File: src/design/word_exchange_pkg.sv
// Purpose: constants and carriers for the fieldbus discrete word exchange
// Assumes: one clock, registers reached through the four exchange words
// Notes: bit positions below index the 16-bit exchange words
package word_exchange_pkg;
  localparam int WORD_W = 16;
  localparam int ADDR_W = 7;
  localparam logic [6:0] RACK_ADDR_MAX = 7'h7E;
  localparam logic [6:0] RACK_ADDR_RST = 7'h00;
  localparam int SEL_LSB = 0;
  localparam int BIT_LOAD_TARE = 3;
  localparam int BIT_CLR_TARE = 4;
  localparam int BIT_PB_TARE = 5;
  localparam int BIT_PRINT = 6;
  localparam int BIT_ZERO = 7;
  localparam int BIT_SP_EN = 8;
  localparam int BIT_PAR_OUT_LSB = 12;
  localparam int BIT_LOAD_SP = 15;
  localparam int ST_SP1 = 0;
  localparam int ST_SP2 = 1;
  localparam int ST_ZTOL = 2;
  localparam int ST_PAR_IN = 9;
  localparam int ST_MOTION = 12;
  localparam int ST_NET = 13;
  localparam int ST_UPD = 14;
  localparam int ST_OK = 15;
  localparam logic [15:0] WORD_RST = 16'h0000;

  typedef enum logic [2:0] {
    SRC_GROSS = 3'h0,
    SRC_NET = 3'h1,
    SRC_DISP = 3'h2,
    SRC_TARE = 3'h3,
    SRC_SP1 = 3'h4
  } src_sel_e;

  typedef enum logic [1:0] {
    NV_IDLE = 2'b00,
    NV_PEND = 2'b01,
    NV_WRITE = 2'b11
  } nv_state_e;

  // live scale data coming from the terminal core
  typedef struct packed {
    logic signed [15:0] gross_disp;
    logic signed [15:0] gross_div;
    logic signed [15:0] net_disp;
    logic signed [15:0] net_div;
    logic signed [15:0] shown_disp;
    logic signed [15:0] shown_div;
    logic signed [15:0] tare_disp;
    logic signed [15:0] tare_div;
    logic signed [15:0] target;
  } scale_data_s;

  typedef struct packed {
    logic over_under_mode;
    logic sp1;
    logic sp2;
    logic ztol;
    logic under;
    logic tol_ok;
    logic over;
    logic motion;
    logic net_mode;
    logic range_err;
    logic powering_up;
    logic expanded;
    logic setup_mode;
    logic indicator_mode;
    logic tare_interlock;
    logic gross_zero;
  } scale_status_s;

  typedef struct packed {
    logic clear_tare;
    logic pb_tare;
    logic print;
    logic zero;
  } cmd_pulse_s;
endpackage

File: src/design/word_exchange.sv
// Purpose: discrete word exchange between weighing terminal and fieldbus master
// Assumes: protocol engine writes output words and reads input words synchronously
// Notes: all state frozen while ce_i is low
`timescale 1ns/1ps
module word_exchange
  import word_exchange_pkg::*;
#(
  parameter int RACK_ADDR_DEFAULT = 0
) (
  input wire logic clk_i,
  input wire logic rst_n_i,
  input wire logic ce_i,
  input wire logic weight_format_setting_i,
  input wire logic [6:0] rack_address_setting_i,
  input wire logic rack_address_load_i,
  output logic [6:0] rack_address_o,
  input wire logic out_wr_i,
  input wire logic [15:0] out_word0_i,
  input wire logic [15:0] out_word1_i,
  input wire logic in_rd_i,
  input wire logic mem_updating_i,
  output logic [15:0] in_word0_o,
  output logic [15:0] in_word1_o,
  input wire scale_data_s scale_i,
  input wire scale_status_s status_i,
  input wire logic parallel_input_line_i,
  output cmd_pulse_s cmd_o,
  output logic tare_load_o,
  output logic [15:0] preset_tare_o,
  output logic [15:0] setpoint_o,
  output logic setpoint_outputs_en_o,
  output logic nv_commit_o,
  output logic [15:0] nv_setpoint_o,
  output logic parallel_output_first_o,
  output logic parallel_output_second_o,
  output logic parallel_output_third_o
);

  // refused at elaboration: the address register never accepts an address above 126 (RACK_ADDR_MAX)
  if (RACK_ADDR_DEFAULT < 0 || RACK_ADDR_DEFAULT > 126) begin : g_bad_rack_default
    $error("rack address default out of range");
  end

  ////////////////////////////////////////////////////////////////////////////
  // output words held from the master, and the other registered state
  logic [15:0] w0_q;
  logic [15:0] w1_q;
  logic [15:0] w1_prev_q;
  logic [6:0] rack_q;
  logic [2:0] par_q;
  logic [15:0] tare_q;
  logic [15:0] sp_q;
  logic [15:0] nv_q;
  logic nv_commit_q;
  logic upd_q;
  logic tare_load_q;
  cmd_pulse_s cmd_q;
  nv_state_e nv_q_st, nv_d_st;

  // rising edges of command bits; only new 0-to-1 steps act
  wire [15:0] rise_w = w1_q & ~w1_prev_q;
  wire tare_present_w = (scale_i.tare_div != 16'sh0000);
  wire pb_tare_ok_w = !(status_i.tare_interlock && tare_present_w);
  wire clr_tare_ok_w = !status_i.tare_interlock || status_i.gross_zero;
  wire preset_ok_w = pb_tare_ok_w;
  wire data_ok_w = !(status_i.range_err || status_i.powering_up ||
                     status_i.expanded || status_i.setup_mode);
  wire [2:0] sel_w = w1_q[SEL_LSB +: 3];
  wire rack_ok_w = (rack_address_setting_i <= RACK_ADDR_MAX);

  ////////////////////////////////////////////////////////////////////////////
  // weight source selection, format per setting
  function automatic logic [15:0] pick_fmt(input logic fmt, input logic [15:0] disp,
                                           input logic [15:0] div);
    pick_fmt = fmt ? div : disp;
  endfunction

  logic [15:0] weight_w;
  always_comb begin
    case (sel_w)
      SRC_NET: weight_w = pick_fmt(weight_format_setting_i, scale_i.net_disp, scale_i.net_div);
      SRC_DISP: weight_w = pick_fmt(weight_format_setting_i, scale_i.shown_disp, scale_i.shown_div);
      SRC_TARE: weight_w = status_i.over_under_mode ? scale_i.target :
                           pick_fmt(weight_format_setting_i, scale_i.tare_disp, scale_i.tare_div);
      SRC_SP1: weight_w = sp_q;
      default: weight_w = pick_fmt(weight_format_setting_i, scale_i.gross_disp, scale_i.gross_div);
    endcase
  end

  logic [15:0] status_w;
  always_comb begin
    status_w = WORD_RST;
    status_w[ST_SP1] = status_i.over_under_mode ? status_i.under : status_i.sp1;
    status_w[ST_SP2] = status_i.over_under_mode ? status_i.tol_ok : status_i.sp2;
    status_w[ST_ZTOL] = status_i.over_under_mode ? status_i.over : status_i.ztol;
    status_w[ST_PAR_IN] = parallel_input_line_i;
    status_w[ST_MOTION] = status_i.motion;
    status_w[ST_NET] = status_i.net_mode;
    status_w[ST_UPD] = upd_q;
    status_w[ST_OK] = data_ok_w;
  end

  ////////////////////////////////////////////////////////////////////////////
  // non-volatile setpoint commit: waits for enable after a download
  always_comb begin
    nv_d_st = nv_q_st;
    case (nv_q_st)
      NV_IDLE: if (rise_w[BIT_LOAD_SP]) nv_d_st = NV_PEND;
      NV_PEND: if (w1_q[BIT_SP_EN]) nv_d_st = NV_WRITE;
      NV_WRITE: nv_d_st = rise_w[BIT_LOAD_SP] ? NV_PEND : NV_IDLE;
      default: nv_d_st = NV_IDLE;
    endcase
  end

  always_ff @(posedge clk_i or negedge rst_n_i) begin
    if (!rst_n_i) begin
      w0_q <= WORD_RST;
      w1_q <= WORD_RST;
      w1_prev_q <= WORD_RST;
    end else if (ce_i) begin
      if (out_wr_i) begin
        w0_q <= out_word0_i;
        w1_q <= out_word1_i;
      end
      w1_prev_q <= w1_q;
    end
  end

  always_ff @(posedge clk_i or negedge rst_n_i) begin
    if (!rst_n_i) begin
      rack_q <= RACK_ADDR_RST;
    end else if (ce_i && rack_address_load_i && rack_ok_w) begin
      rack_q <= rack_address_setting_i;
    end
  end

  always_ff @(posedge clk_i or negedge rst_n_i) begin
    if (!rst_n_i) begin
      cmd_q <= '0;
      tare_load_q <= 1'b0;
      tare_q <= WORD_RST;
    end else if (ce_i) begin
      cmd_q.clear_tare <= rise_w[BIT_CLR_TARE] && clr_tare_ok_w;
      cmd_q.pb_tare <= rise_w[BIT_PB_TARE] && pb_tare_ok_w;
      cmd_q.print <= rise_w[BIT_PRINT];
      cmd_q.zero <= rise_w[BIT_ZERO];
      tare_load_q <= rise_w[BIT_LOAD_TARE] && preset_ok_w;
      if (rise_w[BIT_LOAD_TARE] && preset_ok_w) tare_q <= w0_q;
    end
  end

  // setpoint kept in primary calibrated unit, no conversion applied
  always_ff @(posedge clk_i or negedge rst_n_i) begin
    if (!rst_n_i) begin
      sp_q <= WORD_RST;
      nv_q <= WORD_RST;
      nv_commit_q <= 1'b0;
      nv_q_st <= NV_IDLE;
    end else if (ce_i) begin
      nv_q_st <= nv_d_st;
      if (rise_w[BIT_LOAD_SP]) sp_q <= w0_q;
      nv_commit_q <= (nv_d_st == NV_WRITE);
      if (nv_d_st == NV_WRITE) nv_q <= sp_q;
    end
  end

  // output control ignored outside indicator mode; last accepted level held
  always_ff @(posedge clk_i or negedge rst_n_i) begin
    if (!rst_n_i) begin
      par_q <= 3'h0;
    end else if (ce_i && status_i.indicator_mode) begin
      par_q <= w1_q[BIT_PAR_OUT_LSB +: 3];
    end
  end

  // update flag: sticky until the master reads; set wins over the clear
  always_ff @(posedge clk_i or negedge rst_n_i) begin
    if (!rst_n_i) begin
      upd_q <= 1'b0;
      in_word0_o <= WORD_RST;
      in_word1_o <= WORD_RST;
    end else if (ce_i) begin
      if (in_rd_i && mem_updating_i) upd_q <= 1'b1;
      else if (in_rd_i) upd_q <= 1'b0;
      in_word0_o <= data_ok_w ? weight_w : WORD_RST;
      in_word1_o <= status_w;
    end
  end

  ////////////////////////////////////////////////////////////////////////////
  assign rack_address_o = rack_q;
  assign cmd_o = cmd_q;
  assign tare_load_o = tare_load_q;
  assign preset_tare_o = tare_q;
  assign setpoint_o = sp_q;
  assign setpoint_outputs_en_o = w1_q[BIT_SP_EN];
  assign nv_commit_o = nv_commit_q;
  assign nv_setpoint_o = nv_q;
  assign parallel_output_first_o = par_q[0];
  assign parallel_output_second_o = par_q[1];
  assign parallel_output_third_o = par_q[2];

  ////////////////////////////////////////////////////////////////////////////
  print_edge_a: assert property (@(posedge clk_i) disable iff (!rst_n_i)
    ce_i && rise_w[BIT_PRINT] |=> cmd_o.print)
    else $error("print edge lost");
  print_level_a: assert property (@(posedge clk_i) disable iff (!rst_n_i)
    ce_i && !rise_w[BIT_PRINT] |=> !cmd_o.print)
    else $error("print without edge");
  tare_copy_a: assert property (@(posedge clk_i) disable iff (!rst_n_i)
    ce_i && tare_load_o |-> preset_tare_o == $past(w0_q))
    else $error("preset tare mismatch");
  zero_force_a: assert property (@(posedge clk_i) disable iff (!rst_n_i)
    ce_i && in_word1_o[ST_OK] == 1'b0 |-> in_word0_o == 16'h0000)
    else $error("weight not zeroed");
  clear_lock_a: assert property (@(posedge clk_i) disable iff (!rst_n_i)
    ce_i && status_i.tare_interlock && !status_i.gross_zero |=> !cmd_o.clear_tare)
    else $error("clear tare off zero");
  accum_lock_a: assert property (@(posedge clk_i) disable iff (!rst_n_i)
    ce_i && status_i.tare_interlock && tare_present_w |=> !cmd_o.pb_tare)
    else $error("accumulative tare");
  nv_gate_a: assert property (@(posedge clk_i) disable iff (!rst_n_i)
    nv_commit_o |-> $past(w1_q[BIT_SP_EN]))
    else $error("commit without enable");
  par_hold_a: assert property (@(posedge clk_i) disable iff (!rst_n_i)
    ce_i && !status_i.indicator_mode |=> $stable(par_q))
    else $error("outputs changed outside indicator");
  upd_flag_a: assert property (@(posedge clk_i) disable iff (!rst_n_i)
    ce_i && in_rd_i && mem_updating_i ##1 ce_i |=> in_word1_o[ST_UPD])
    else $error("update flag missing");
  sp_en_a: assert property (@(posedge clk_i) disable iff (!rst_n_i)
    ce_i && out_wr_i |=> setpoint_outputs_en_o == $past(out_word1_i[BIT_SP_EN]))
    else $error("enable mismatch");
endmodule

File: config.mk
export PLATFORM = sky130hd
export DESIGN_NAME = word_exchange
export DESIGN_NICKNAME = d
export VERILOG_FILES = /design/src/design/word_exchange_pkg.sv /design/src/design/word_exchange.sv
export SDC_FILE = /design/constraint.sdc
export NUM_CORES = 1
export LEC_CHECK = 0
export ABC_AREA = 1
export ABC_CLOCK_PERIOD_IN_PS = 1400
export BUFFER_PORTS_ARGS = -buffer_cell sky130_fd_sc_hd__buf_2
export CAP_MARGIN = 20
export CORE_ASPECT_RATIO = 1.25
export CORE_MARGIN = 5
export CORE_UTILIZATION = 43
export DETAILED_ROUTE_END_ITERATION = 10
export PLACE_DENSITY = 0.77
export SETUP_SLACK_MARGIN = 0.2
export SYNTH_ARGS = -nofsm -noshare
export SYNTH_HDL_FRONTEND = slang
export SYNTH_SLANG_ARGS = --single-unit
File: constraint.sdc
create_clock -name clk_i -period 1.4 [get_ports clk_i]
set_input_delay 0.14 -clock clk_i [delete_from_list [all_inputs] [get_ports clk_i]]
set_output_delay 0.14 -clock clk_i [all_outputs]
set_load 0.05 [all_outputs]
After elaboration in Yosys (flattened, before gate mapping). Index checks and enable logic that the tools add are counted.

$lt $le $gt $ge: 1. Equal/unequal tests: 7. Multiplexer cells: 16. Bitwise logic cells: 2. Reduce and logical (&&, ||, !) cells: 23.

Operators with widths (count): $mux 16 (6); $pmux 16 s4 (1); $and 16x16->16 (1); $not 16->16 (1); $reduce_bool 16->1 (1); $reduce_and 2->1 (5); $logic_and 1x1->1 (8); $le 7x7->1 const B (1); $eq 3x2->1 const B (2); $mux 1 (6); $pmux 2 s3 (1); $eq 2x2->1 const B (2); $logic_or 1x1->1 (4); $mux 2 (2); $eq 3x1->1 const B (1); $eq 3x3->1 const B (1); $logic_not 1->1 (3); $eq 2x1->1 const B (1); $logic_not 2->1 (1); $reduce_bool 2->1 (1).

Flip-flop bits (word level): 139. Input port bits: 208. Output and inout bits: 97.

Logic depth before layout (Yosys ltp).
Depth after elaboration: 6. Gate-level depth with buffers: 11.

Worst setup path before layout. No wires, ideal clock.

Path type: register to register. Start: register w1_q[8]. End: register nv_q[3], in the netlist nv_setpoint_o[3]. Arrival: 1.289 ns. Required time: 1.269 ns. Setup slack: -0.019 ns. Stages on the path, launching flop included: 5. Path buffers: 1. Period minus slack after synthesis: 1.419 ns. Cell sequence: dfrtp_1 nand4_1 clkbuf_1 nand2_1 o21ai_0.

Cells in the longest elaborated chain, start to end: 4.

Ends and longest elaborated chain: from (decl) (RTL line word_exchange.sv:47) `logic [15:0] w1_q;`; from (signal assigned) (RTL line word_exchange.sv:123) `w1_q <= out_word1_i;`; $mux 2 (RTL line word_exchange.sv:109) `NV_PEND: if (w1_q[BIT_SP_EN]) nv_d_st = NV_WRITE;`; $pmux 2 s3 (RTL line word_exchange.sv:107) `case (nv_q_st)`; $eq 2x2->1 (RTL line word_exchange.sv:163) `if (nv_d_st == NV_WRITE) nv_q <= sp_q;`; $reduce_and 2->1 (no line); to (signal assigned) (RTL line word_exchange.sv:163); to (decl) (RTL line word_exchange.sv:53) `logic [15:0] nv_q;`.

Every way passes these cells. A chain may end at the register's enable or synchronous reset.

Worst setup path after layout.
Start: register w1_q[0]. End: register in_word0_o[11].

Cells in the longest elaborated chain, start to end: 3. Elaborated cells between the ends (all ways): 6. Classes of those cells: eq/ne: 4; mux: 2.

Ends and longest elaborated chain: $eq 3x3->1 (tied with other cells) (RTL line word_exchange.sv:80) `case (sel_w)`; $pmux 16 s4 * (RTL line word_exchange.sv:80); $mux 16 * (RTL line word_exchange.sv:185) `in_word0_o <= data_ok_w ? weight_w : WORD_RST;`; to (signal assigned) (RTL line word_exchange.sv:185); to (decl) (RTL line word_exchange.sv:22) `output logic [15:0] in_word0_o,`.

Mark *: on every way between the ends. The rest lies on a longest branch, timed or not.

==> out/metrics.yaml <==
clocking:
  cts.sinks: 126
  cts_root_buffer: "sky130_fd_sc_hd__clkbuf_16"
  clkSlewWorstSetupHoldPaths_ns: 0.06
  cts_inserted_buffers: 17
  insertion_delay_ns: 0.42
  clock_tree.htree_level_count: 4
  tritoncts: "done"
  cts-root-to-sink-buffers: 2
synthesis:
  yosysWarningCount: 0
  yosysUniqueCellTypes: 28
  synth_top_cell_area_share: 0.459
  synth_simple_gate_area_frac: 0.346
  ranking_of_synthesized_cells_by_area: "sky130_fd_sc_hd__dfrtp_1 46%, sky130_fd_sc_hd__nand2_1 22%, sky130_fd_sc_hd__nor2_1 5.0%, sky130_fd_sc_hd__mux2_2 4.8%, sky130_fd_sc_hd__o21ai_0 4.4%"
  syn-mean-instance-area_um2: 7.26
  muxShareOfSynthArea: 0.0476
  synth-seq-cells: 126
  sequential_cell_area_fraction_in_the_yosys_report: 0.459
  top_cell_type_by_total_area_after_synthesis: "sky130_fd_sc_hd__dfrtp_1"
  synth_xor_xnor_area_share: 0
  synthAdderAreaFrac: 0
  synth_compound_area_frac: 0.0611
  post_synth_inst_count: 945
  synth_top_family_by_area: "simple AND/OR/NAND/NOR gates"
  syn-cell-area_um2: 6860
timing:
  layout_setup_ws_ns: -0.0328
  setup-violations-final: 16
  final.setup_skew_ns: 0.0112
  f_max_mhz: 698
  finalWorstPathRequiredPeriod_ns: 1.43
  finalMaxSlewViolations: 0
  final.setup.tns_ns: -0.356
  timing.final.hold_violations: 0
  grt_setup_unrepaired: "yes"
  post-route-period-util: 1.02
global_routing:
  grtUsageTotal: 0.256
  first_global_vias: 7080
  wire_length_of_the_first_global_routing_pass_um: 36400
  grt-ovfl-total: 0
  antenna_violations_before_repair: 3
  grt_start_max_net_pins: 40
detailed_routing:
  avgViaCountPerCell: 4.86
  drtIter0Drc: 382
  tritonroute_pass_1_iters: 5
  avg_wl_per_cell_um: 16.2
  route.antenna.remaining_nets: 0
  num_vias: 7364
  finalWirelength_um: 24500
  drc: 0
power:
  power.density_cell_area_nw_per_um2: 1580
  power.leakage_nw: 5.64
  finalPower_mw: 16.0
  irDropWorstVdd_mv: 1.40
run_status:
  failed_checks: "negative setup slack"
  run_status: "complete, but fails checks"
final_layout:
  syn2layout_area_growth_pct: 48.1
  post-route-cell-area_um2: 10200
  finish.net_count: 1497
  number_of_fill_cells: 1360
  mostFrequentLayoutCells: "394 x sky130_fd_sc_hd__nand2_1, 211 x sky130_fd_sc_hd__buf_2, 116 x sky130_fd_sc_hd__dfrtp_1"
  layout.core_utilization: 0.650
  drive_gt1_frac: 0.343
  most_common_cell_after_layout_fill_and_taps_aside: "sky130_fd_sc_hd__nand2_1"
die:
  die_height_um: 151
  core_area_um2: 15600
  floorplan.rows: 51
  i_o_pin_total: 305
  effective_utilization_at_floorplan: 0.439
  die_area_um2: 18600
  dieWidth_um: 123
critical_path:
  critical_path.startpoint_type: "flip-flop"
  timing.critical_path.arrival_ns: 1.74
  crit_path_end_kind: "flip-flop"
  setup.worst_path.start: "w1_q[0]$_DFFE_PN0P_"
  r2r_slack_ns: -0.03
  reg2regPathDepth: 10
  timing_worst_setup_path_type: "flip-flop to flip-flop"
  timing.rr.start: "w1_q[0]$_DFFE_PN0P_"
  path_max_fanout: 8
  regToRegEndpoint: "in_word0_o[11]$_DFFE_PN0P_"
  critPathCapture: "in_word0_o[11]$_DFFE_PN0P_"
  worst_ep_required_time_ns: 1.71
hold_path:
  timing.hold.worst.class: "input port to flip-flop"
place:
  placed_cell_area_um2: 8700
  quantity_of_i_o_buffers_inserted_on_ports: 293
  gp_congestion: 0.926
  post-dp-hpwl_um: 17900
run:
  max-cap-violations: 0
[metal layers]
metal | global-route usage | vias up | wire length (um)
met4 | 0.124 | 4 | 1040
li1 | - | 3590 | -
met2 | 0.456 | 333 | 12500
met1 | 0.286 | 3362 | 8940
met3 | 0.0590 | 75 | 1990
met5 | 0 | - | 25
[synthesized netlist by cell type (all sizes together)]
cell and number:
inv 74, nor2 107, nor3 1, clkbuf 13, o21ai 61, or2 16
a31oi 1, nand3 39, a21oi 20, mux2 29, nand3b 2, o31ai 1
conb 1, clkinv 1, buf 41, dfrtp 126, nand4 2, nand2 410
[cell type report]
type,instances,area [um2],area share
diodes,1,2.50,0.000246
clock buffers,18,429,0.0422
clock inverters,14,149,0.0146
inverters,75,289,0.0284
multi-input cells,697,3210,0.315
flip-flops and latches,126,3170,0.311
well taps,212,265,0.0261
repair buffers,372,2660,0.262
[worst max-delay path, stage by stage (launching register included)]
cell,delay [ns]
sky130_fd_sc_hd__dfrtp_2,0.49
sky130_fd_sc_hd__nand2_2,0.11
sky130_fd_sc_hd__nor2_4,0.06
sky130_fd_sc_hd__buf_12,0.12
sky130_fd_sc_hd__buf_16,0.14
sky130_fd_sc_hd__nand2_2,0.06
sky130_fd_sc_hd__nor2_2,0.03
sky130_fd_sc_hd__nor2_1,0.13
sky130_fd_sc_hd__nand2_1,0.07
sky130_fd_sc_hd__nand2_1,0.07
sky130_fd_sc_hd__nand2_1,0.05
[cell families after synthesis]
| kind of cell | count (synthesis) |
|---|---|
| mux | 29 |
| simple gates | 577 |
| other cells | 1 |
| flops | 126 |
| compound gates | 83 |
| buf+inv | 129 |
[registers in the layout, indices dropped and copies added (netlist names)]
signal          count
in_word0_o         16
nv_setpoint_o      16
preset_tare_o      16
setpoint_o         16
w0_q               16
w1_q               13
in_word1_o          8
rack_address_o      7
w1_prev_q           6
cmd_o               4
par_q               3
nv_q_st             2
nv_commit_o         1
tare_load_o         1
upd_q               1
[worst min path at each step]
stage | depth (start not counted) | slack [ns] | endpoint | from
floorplan | 0 | -0.16 | cmd_o[0]$_DFFE_PN0P_ | rst_n_i
global placement | 1 | 0.04 | nv_setpoint_o[0]$_DFFE_PN0P_ | rst_n_i
detailed placement | 1 | 0.05 | nv_setpoint_o[3]$_DFFE_PN0P_ | rst_n_i
CTS | 3 | 0.009 | in_word1_o[0]$_DFFE_PN0P_ | status_i[14]
global route | 3 | 0.02 | upd_q$_DFFE_PN0P_ | in_rd_i
finish | 3 | 0.005 | upd_q$_DFFE_PN0P_ | in_rd_i
[power by group]
part | switching [mW] | internal, mW
sequential | 0.689 | 4.52
combinational | 4.39 | 2.12
clock | 1.80 | 2.52
[stage by stage]
step	worst slack [ns]	hold slack, ns	instances
after detailed placement	-0.117	0.0513	1429
final	-0.0328	0.00513	1515
after global placement	-0.0760	0.0443	1429
after CTS	-0.0395	0.00928	1511
after floorplan	0.161	-0.156	952
after global routing	-0.151	0.0196	1515
[repair_timing]
action / CTS / global route
buffers inserted: 5 / 4
pin swaps: 9 / 3
gates resized for setup: 56 / 67
hold endpoints to repair: 168 / 0
hold buffers: 44 / 0
gates cloned: 1 / 0
endpoints found under the setup margin: 55 / 83
Note: power is estimated with default switching activity, not from simulation.
